<file path="config.mk">
export PLATFORM = sky130hd
export DESIGN_NAME = ufb_top
export DESIGN_NICKNAME = d
export VERILOG_FILES = /design/src/ufb_pkg.sv /design/src/ufb_top.sv
export VERILOG_INCLUDE_DIRS = /design/src /design/src/src
export SDC_FILE = /design/constraint.sdc
export NUM_CORES = 1
export LEC_CHECK = 0
export BUFFER_PORTS_ARGS = -buffer_cell sky130_fd_sc_hd__buf_4
export CORE_MARGIN = 3
export CORE_UTILIZATION = 45
export DETAILED_ROUTE_END_ITERATION = 12
export PLACE_DENSITY = 0.72
export SKIP_CTS_REPAIR_TIMING = 1
export SYNTH_ARGS = -nofsm -noshare
export SYNTH_HDL_FRONTEND = slang
export SYNTH_SLANG_ARGS = --single-unit
</file>
<file path="constraint.sdc">
create_clock -name i_clk_sys -period 3.8 [get_ports i_clk_sys]
set_clock_uncertainty 0.05 [all_clocks]
set_input_delay 0.38 -clock i_clk_sys [delete_from_list [all_inputs] [get_ports i_clk_sys]]
set_output_delay 0.38 -clock i_clk_sys [all_outputs]
set_load 0.01 [all_outputs]
</file>
<file path="src/ufb_defs.svh">
// Register offsets, bit positions, reset values and counts for the frame/baud block
`ifndef UFB_DEFS_SVH
`define UFB_DEFS_SVH
`define UFB_A_STAT 4'h0
`define UFB_A_CTLB 4'h1
`define UFB_A_DATA 4'h2
`define UFB_A_SHARED 4'h3
`define UFB_A_BDHI 4'h4
`define UFB_A_BDLO 4'h5
`define UFB_A_ISTAT 4'h6
`define UFB_A_ICLR 4'h7
`define UFB_A_IEN 4'h8
`define UFB_SEL_BIT 7
`define UFB_PE_BIT 2
`define UFB_DBL_BIT 1
`define UFB_CSZH_BIT 2
`define UFB_RXB8_BIT 1
`define UFB_TXB8_BIT 0
`define UFB_EV_TX 0
`define UFB_EV_RX 1
`define UFB_EV_PE 2
`define UFB_C_RESET 7'h03
`define UFB_OS_NORM 4'hf
`define UFB_OS_DBL 4'h7
`define UFB_MID_NORM 4'h7
`define UFB_MID_DBL 4'h3
`endif

</file>
<file path="src/ufb_pkg.sv">
// Types of the frame-format and baud configuration block
package ufb_pkg;
    typedef enum logic [2:0] {TX_IDLE, TX_START, TX_DATA, TX_PAR, TX_STOP, TX_STOP2, TX_END} ufb_tx_t;
    typedef enum logic [2:0] {RX_IDLE, RX_START, RX_DATA, RX_PAR, RX_STOP} ufb_rx_t;
    typedef struct packed {
        logic [3:0] addr;
        logic [7:0] wdata;
        logic we;
        logic re;
    } ufb_bus_t;
    typedef struct packed {
        logic sync;
        logic [1:0] pm;
        logic sbs;
        logic [1:0] csz;
        logic pol;
    } ufb_fc_t;
    typedef struct packed {
        ufb_tx_t tx_st;
        ufb_rx_t rx_st;
        ufb_fc_t fc;
        logic [3:0] bd_hi;
        logic [7:0] bd_lo;
        logic dbl;
        logic csz_hi;
        logic tx_b8;
        logic rx_b8;
        logic [11:0] pre;
        logic transfer_clock_pin;
        logic [3:0] tx_os;
        logic [8:0] tx_sh;
        logic [3:0] tx_cnt;
        logic tx_par;
        logic txd;
        logic rx_s1;
        logic rx_s2;
        logic [3:0] rx_os;
        logic [8:0] rx_sh;
        logic [3:0] rx_cnt;
        logic rx_par;
        logic [7:0] rx_data;
        logic pe;
        logic [2:0] ist;
        logic [2:0] ien;
        logic [7:0] rdata;
    } ufb_st_t;
endpackage

</file>
<file path="src/ufb_top.sv">
// Serial transceiver with frame-format and baud-rate configuration registers
//
// Function
// Transmitter inserts computed parity bit automatically
// Parity field: off, reserved, even, odd
// Receiver flags parity mismatch in status A
// Stop select gives one or two stop bits
// Receiver ignores stop bit select setting
// Character size 5..8 or 9 data bits
// Software keeps polarity zero in async mode
// Polarity picks transmit change and sample edges
// Divisor high shares location, top bit zero
// Software writes divisor high reserved bits zero
// Divisor is twelve bits, high and low
// Software avoids divisor change mid frame
// Low divisor write reloads prescaler at once
// Software judges baud error below half percent
// Async divides by 16, or 8 doubled
// Register C reads top bit one, selects
// Mode bit: zero async, one sync
// Prescaler counts down, ticks every divisor+1
// Reserved codes stored unchanged, behaviour undefined
`timescale 1ns/1ps
`include "ufb_defs.svh"
module ufb_top (
    // Clock and reset
    input wire logic i_clk_sys,
    input wire logic i_reset_n,
    // Register port
    input ufb_pkg::ufb_bus_t i_bus,
    output logic [7:0] o_rdata,
    // Serial pins
    output logic o_txd,
    input wire logic i_rxd,
    output logic o_xck_out,
    output logic o_xck_oe,
    // Interrupt
    output logic o_irq
);
    import ufb_pkg::*;

    ufb_st_t s_q;
    ufb_st_t s_d;
    logic tick;
    logic rise;
    logic fall;
    logic tx_bit;
    logic rx_smp;
    logic pen;
    logic [3:0] nb;
    logic [3:0] top;
    logic [3:0] mid;
    logic [8:0] rx_word;

    ////////////////////////////////////////////////////////////////////////////
    // Timing terms
    assign pen = s_q.fc.pm[1];
    assign nb = s_q.csz_hi ? 4'h9 : {2'h0, s_q.fc.csz} + 4'h5;
    // Double speed only shortens the async oversampling period
    assign top = (s_q.dbl && !s_q.fc.sync) ? `UFB_OS_DBL : `UFB_OS_NORM;
    assign mid = (s_q.dbl && !s_q.fc.sync) ? `UFB_MID_DBL : `UFB_MID_NORM;
    assign tick = (s_q.pre == 12'h000);
    assign rise = s_q.fc.sync && tick && !s_q.transfer_clock_pin;
    assign fall = s_q.fc.sync && tick && s_q.transfer_clock_pin;
    assign tx_bit = s_q.fc.sync ? (s_q.fc.pol ? fall : rise) : (tick && s_q.tx_os == top);
    assign rx_smp = s_q.fc.sync ? (s_q.fc.pol ? rise : fall) : (tick && s_q.rx_os == mid);
    assign rx_word = s_q.rx_sh >> (4'h9 - nb);

    ////////////////////////////////////////////////////////////////////////////
    // Next state
    always_comb begin
        logic [2:0] ev;
        logic [2:0] clr;
        logic [7:0] r;
        ev = 3'h0;
        clr = 3'h0;
        r = 8'h00;
        s_d = s_q;
        s_d.rx_s1 = i_rxd;
        s_d.rx_s2 = s_q.rx_s1;

        // Prescaler and transfer clock
        s_d.pre = tick ? {s_q.bd_hi, s_q.bd_lo} : s_q.pre - 12'h001;
        if (!s_q.fc.sync) begin
            s_d.transfer_clock_pin = 1'b0;
        end else if (tick) begin
            s_d.transfer_clock_pin = ~s_q.transfer_clock_pin;
        end
        if (tick && !s_q.fc.sync) begin
            s_d.tx_os = (s_q.tx_os == top) ? 4'h0 : s_q.tx_os + 4'h1;
        end

        // Transmitter
        if (tx_bit) begin
            case (s_q.tx_st)
                TX_START: begin
                    s_d.txd = 1'b0;
                    s_d.tx_st = TX_DATA;
                end
                TX_DATA: begin
                    s_d.txd = s_q.tx_sh[0];
                    s_d.tx_par = s_q.tx_par ^ s_q.tx_sh[0];
                    s_d.tx_sh = {1'b0, s_q.tx_sh[8:1]};
                    s_d.tx_cnt = s_q.tx_cnt + 4'h1;
                    if (s_q.tx_cnt == nb - 4'h1) begin
                        s_d.tx_st = pen ? TX_PAR : TX_STOP;
                    end
                end
                TX_PAR: begin
                    s_d.txd = s_q.tx_par ^ s_q.fc.pm[0];
                    s_d.tx_st = TX_STOP;
                end
                TX_STOP: begin
                    s_d.txd = 1'b1;
                    s_d.tx_st = s_q.fc.sbs ? TX_STOP2 : TX_END;
                end
                TX_STOP2: begin
                    s_d.txd = 1'b1;
                    s_d.tx_st = TX_END;
                end
                TX_END: begin
                    s_d.tx_st = TX_IDLE;
                    ev[`UFB_EV_TX] = 1'b1;
                end
                default: begin
                    s_d.txd = 1'b1;
                end
            endcase
        end

        // Receiver
        if (tick && !s_q.fc.sync && s_q.rx_st != RX_IDLE) begin
            s_d.rx_os = (s_q.rx_os == top) ? 4'h0 : s_q.rx_os + 4'h1;
        end
        case (s_q.rx_st)
            RX_IDLE: begin
                s_d.rx_par = 1'b0;
                s_d.rx_cnt = 4'h0;
                if (s_q.fc.sync && rx_smp && !s_q.rx_s2) begin
                    s_d.rx_st = RX_DATA;
                end else if (!s_q.fc.sync && tick && !s_q.rx_s2) begin
                    s_d.rx_st = RX_START;
                    s_d.rx_os = 4'h0;
                end
            end
            RX_START: begin
                // A start bit gone high at mid-bit was a glitch
                if (rx_smp) begin
                    s_d.rx_st = s_q.rx_s2 ? RX_IDLE : RX_DATA;
                end
            end
            RX_DATA: begin
                if (rx_smp) begin
                    s_d.rx_sh = {s_q.rx_s2, s_q.rx_sh[8:1]};
                    s_d.rx_par = s_q.rx_par ^ s_q.rx_s2;
                    s_d.rx_cnt = s_q.rx_cnt + 4'h1;
                    if (s_q.rx_cnt == nb - 4'h1) begin
                        s_d.rx_st = pen ? RX_PAR : RX_STOP;
                    end
                end
            end
            RX_PAR: begin
                if (rx_smp) begin
                    s_d.rx_par = s_q.rx_par ^ s_q.rx_s2;
                    s_d.rx_st = RX_STOP;
                end
            end
            RX_STOP: begin
                // Only the first stop bit is looked at, whatever the stop select says
                if (rx_smp) begin
                    s_d.rx_st = RX_IDLE;
                    s_d.rx_data = rx_word[7:0];
                    s_d.rx_b8 = rx_word[8];
                    s_d.pe = pen && (s_q.rx_par != s_q.fc.pm[0]);
                    ev[`UFB_EV_RX] = 1'b1;
                    ev[`UFB_EV_PE] = pen && (s_q.rx_par != s_q.fc.pm[0]);
                end
            end
            default: begin
                s_d.rx_st = RX_IDLE;
            end
        endcase

        // Register writes
        if (i_bus.we) begin
            case (i_bus.addr)
                `UFB_A_STAT: s_d.dbl = i_bus.wdata[`UFB_DBL_BIT];
                `UFB_A_CTLB: begin
                    s_d.csz_hi = i_bus.wdata[`UFB_CSZH_BIT];
                    s_d.tx_b8 = i_bus.wdata[`UFB_TXB8_BIT];
                end
                `UFB_A_DATA: begin
                    // Writes while a frame is in flight are dropped
                    if (s_q.tx_st == TX_IDLE) begin
                        s_d.tx_st = TX_START;
                        s_d.tx_sh = {s_q.tx_b8, i_bus.wdata};
                        s_d.tx_cnt = 4'h0;
                        s_d.tx_par = 1'b0;
                        s_d.tx_os = 4'h0;
                    end
                end
                `UFB_A_SHARED: begin
                    if (i_bus.wdata[`UFB_SEL_BIT]) begin
                        s_d.fc = i_bus.wdata[6:0];
                    end else begin
                        s_d.bd_hi = i_bus.wdata[3:0];
                    end
                end
                `UFB_A_BDLO: begin
                    s_d.bd_lo = i_bus.wdata;
                    s_d.pre = {s_q.bd_hi, i_bus.wdata};
                end
                `UFB_A_ICLR: clr = i_bus.wdata[2:0];
                `UFB_A_IEN: s_d.ien = i_bus.wdata[2:0];
                default: begin
                end
            endcase
        end
        // A new event wins over a clear in the same cycle
        s_d.ist = (s_q.ist & ~clr) | ev;

        // Register reads
        case (i_bus.addr)
            `UFB_A_STAT: begin
                r[`UFB_PE_BIT] = s_q.pe;
                r[`UFB_DBL_BIT] = s_q.dbl;
            end
            `UFB_A_CTLB: begin
                r[`UFB_CSZH_BIT] = s_q.csz_hi;
                r[`UFB_RXB8_BIT] = s_q.rx_b8;
                r[`UFB_TXB8_BIT] = s_q.tx_b8;
            end
            `UFB_A_DATA: r = s_q.rx_data;
            `UFB_A_SHARED: r = {1'b1, s_q.fc};
            `UFB_A_BDHI: r = {4'h0, s_q.bd_hi};
            `UFB_A_BDLO: r = s_q.bd_lo;
            `UFB_A_ISTAT: r = {5'h00, s_q.ist};
            `UFB_A_IEN: r = {5'h00, s_q.ien};
            default: r = 8'h00;
        endcase
        s_d.rdata = i_bus.re ? r : 8'h00;
    end

    always_ff @(posedge i_clk_sys) begin
        if (!i_reset_n) begin
            s_q <= '0;
            s_q.fc <= `UFB_C_RESET;
            s_q.txd <= 1'b1;
            s_q.rx_s1 <= 1'b1;
            s_q.rx_s2 <= 1'b1;
        end else begin
            s_q <= s_d;
        end
    end

    ////////////////////////////////////////////////////////////////////////////
    // Outputs
    assign o_rdata = s_q.rdata;
    assign o_txd = s_q.txd;
    // Master-only transfer clock; it drives the pin only in sync mode
    assign o_xck_out = s_q.transfer_clock_pin;
    assign o_xck_oe = s_q.fc.sync;
    assign o_irq = |(s_q.ist & s_q.ien);
endmodule // ufb_top

</file>
==> flow_summary.json <==
{
  "status": "finished, final reports clean",
  "tns_ns": 0,
  "synth_mux_area_share_pct": 9.372,
  "dp_hpwl_um": 10220,
  "drive_above_1_share_pct": 10.18,
  "avgSynthCellArea_um2": 8.401,
  "yosysTopAreaCell": "dfxtp_1",
  "synth-main-ff-cell": "dfxtp_1",
  "grt-ovfl-total": 0,
  "cts_tree": "yes",
  "syn-cell-area_mm2": 0.005620,
  "maxSlewViolCount": 0,
  "p_comb_share_pct": 24.5,
  "drtIter0Drc": 395,
  "clk_latency_ns": 0.36,
  "n_antenna_cell": 0,
  "placed_area_mm2": 0.005909,
  "seq_power_share_pct": 40.9,
  "hp-class": "primary input to flop",
  "arrival_ns": 3.38,
  "rows": 40,
  "drcViolationCount": 0,
  "ys_ff_latch": 104,
  "final_common_cell": "dfxtp_1",
  "synth-simple-area-share_pct": 24.67,
  "antenna_found_initial": 0,
  "drt-pass1-iter-count": 5,
  "clk_path_buf_depth": 2,
  "gp_congestion": 0.9401,
  "cts_made_buffers": 9,
  "rsz0062_at_grt": "false",
  "slew-limit-headroom_pct": 51.25,
  "worstPathCellList": "ha_1, nor2_1, inv_1, ha_1, inv_1, o32ai_1, nor3_1, or4b_2, o21a_1, o41ai_1",
  "fin_crit_ns": 3.176,
  "start_util_pct": 46.40,
  "cap_viol_max_count": 0,
  "synth_xor_area_share_pct": 4.519,
  "synthArstFlopShare_pct": 0,
  "ios": 29,
  "max_freq_ghz": 0.3148,
  "area_delta_synth_final_pct": 11.13,
  "final_cell_mix": "104 x dfxtp_1, 90 x nand2_1, 47 x nor2_1, 38 x mux2i_1, 35 x buf_4",
  "switching_share_pct": 31.03,
  "intPower_mw": 2.076,
  "core_area_mm2": 0.01211,
  "final_cell_area_mm2": 0.006246,
  "port_buffers": 28,
  "detail-route-antenna-nets": 0,
  "crit_family": "simple AND/OR/NAND/NOR gates",
  "power_frac_clock_pct": 34.6,
  "synth-edff-count": 0,
  "power_density_mw_per_mm2": 482.0,
  "die_height_um": 117.8,
  "end_kind": "flop",
  "die_area_mm2": 0.01387,
  "fillers": 1129,
  "synth_nets": 697,
  "crit_path_max_fanout": 7,
  "synth-adder-area-share_pct": 2.449,
  "hold_viol_final": 0,
  "critical_path_class": "flop to flop",
  "grt_max_degree": 88,
  "startpoint_type": "flop",
  "synth_compound_area_share_pct": 17.43,
  "yosysSeqAreaShare_pct": 37.04,
  "htreeDepth": 3,
  "synth_area_leaders": "dfxtp_1 37%, mux2i_1 6.8%, nand2_1 6.0%",
  "finalCritPeriodShare_pct": 83.59,
  "die_width_um": 117.8,
  "cp.required_ns": 4.00,
  "cp_slowest_cell": "or4b_2",
  "crit_buf_inv": 2,
  "cts_root_buf": "clkbuf_16",
  "ir_drop_uv": 242.5,
  "synth_top_family_by_area": "simple AND/OR/NAND/NOR gates",
  "drt-total-wl_um": 14190,
  "netlist_instances": 669,
  "p_leak_nw": 2.469,
  "viasPerCell": 5.727,
  "cpPeakStageDelay_ns": 0.72,
  "grt_first_pass_wirelength_um": 23710,
  "synth_top_cell_area_share_pct": 37.04,
  "finalSetupViolCount": 0,
  "grt_pass1_vias": 4680,
  "wl_per_cell_um": 16.77,
  "p_switching_mw": 0.9342,
  "final_nets": 701,
  "yosysWarningCount": 0,
  "clk_pin_slew_worst_paths_ns": 0.07,
  "worst_slew_pin_slew_ns": 0.7313,
  "grt_usage_pct": 20.84,
  "routed-via-count": 4845,
  "ys_types": 61,
  "cts.sinks": 104
}
registers in the layout, indices dropped and copies added (netlist names):
name	count
pen	1
o_txd	1
o_xck_out	1
s_q	91
o_xck_oe	1
o_rdata	8
s_d	1
final timing paths:
kind / start / to / slack (ns) / cells past startpoint
min: i_rxd / s_d[41] / 0.16 / 2
max reg2reg: s_q[92] / s_q[98] / 0.62 / 10
min reg2reg: s_d[41] / s_q[41] / 0.36 / 1
max: s_q[92] / s_q[98] / 0.62 / 10
cell usage after synthesis (all sizes together), types with 2 or more instances:
| master | instances |
|---|---|
| a31oi | 10 |
| xor2 | 17 |
| o211ai | 11 |
| nand2 | 90 |
| and3 | 7 |
| nand3 | 21 |
| xnor2 | 12 |
| nand3b | 6 |
| nor4b | 2 |
| clkbuf | 32 |
| nand4b | 2 |
| nor3b | 3 |
| or3 | 5 |
| buf | 10 |
| and2 | 5 |
| or4 | 4 |
| mux2i | 38 |
| a21oi | 27 |
| ha | 11 |
| and3b | 2 |
| dfxtp | 104 |
| a22oi | 10 |
| o211a | 5 |
| nor2b | 34 |
| nor3 | 18 |
| o41ai | 2 |
| nand4 | 8 |
| or2 | 2 |
| o21a | 5 |
| o21ai | 26 |
| a32o | 2 |
| mux4 | 4 |
| a21boi | 27 |
| nand2b | 9 |
| or4b | 2 |
| o22a | 2 |
| mux2 | 5 |
| nor4 | 8 |
| a211oi | 4 |
| inv | 16 |
| nor2 | 47 |
worst register-to-register path: stages, from the launching register on:
cell and delay (ns):
dfxtp_1 0.46, ha_1 0.26, nor2_1 0.10, inv_1 0.16
ha_1 0.23, inv_1 0.07, o32ai_1 0.43, nor3_1 0.12
or4b_2 0.72, o21a_1 0.19, o41ai_1 0.29
per-layer routing:
layer | track usage (%) | up-vias | routed length, um
met3 | 5.286 | 42 | 774
met1 | 26.71 | 2285 | 6299
li1 | - | 2374 | -
met2 | 34.60 | 144 | 6781
met5 | 0 | - | 0
met4 | 6.374 | 0 | 332
power by group through the flow:
stage / Sequential (mW) / Clock, mW / Combinational (mW)
6_report: 1.23 / 1.04 / 0.739
5_1_grt: 1.24 / 1.10 / 0.827
4_1_cts: 1.23 / 1.06 / 0.734
3_5_place_dp: 1.26 / 0 / 0.726
3_3_place_gp: 1.25 / 0 / 0.704
2_1_floorplan: 1.24 / 0 / 0.525
kinds of logic (layout without fill, tap and decap cells):
| group | count (synthesis) | count (layout) |
|---|---|---|
| AOI/OAI and AO/OA | 144 | 144 |
| xor gates and xnor gates | 29 | 29 |
| adders and majority gates | 11 | 11 |
| buffers and inverters | 59 | 68 |
| DFF | 104 | 104 |
| muxes | 47 | 47 |
| and+or+nand+nor | 275 | 275 |
stage by stage:
stage          power [mW]  utilization, %  hold slack (ns)  worst slack [ns]  cells
2_1_floorplan       1.761               -           0.3363             1.013    669
3_3_place_gp        1.953           48.79           0.3417            0.8803    830
3_5_place_dp        1.981           48.79           0.3469            0.6964    830
4_1_cts             3.024           51.57           0.1472            0.6744    846
5_1_grt             3.172           51.57           0.1656            0.3964    846
6_report            3.010           51.57           0.1567            0.6235    846
layout make-up:
type	count	area [um2]	share of cell area [%]
Clock inverter	6	97.59	1.563
Timing Repair Buffer	35	262.8	4.207
Tap cell	168	210.2	3.365
Multi-Input combinational cell	506	3291	52.68
Inverter	17	63.81	1.022
Sequential cell	104	2082	33.33
Clock buffer	10	239.0	3.826
No activity file was read; power rests on OpenSTA's default activity.
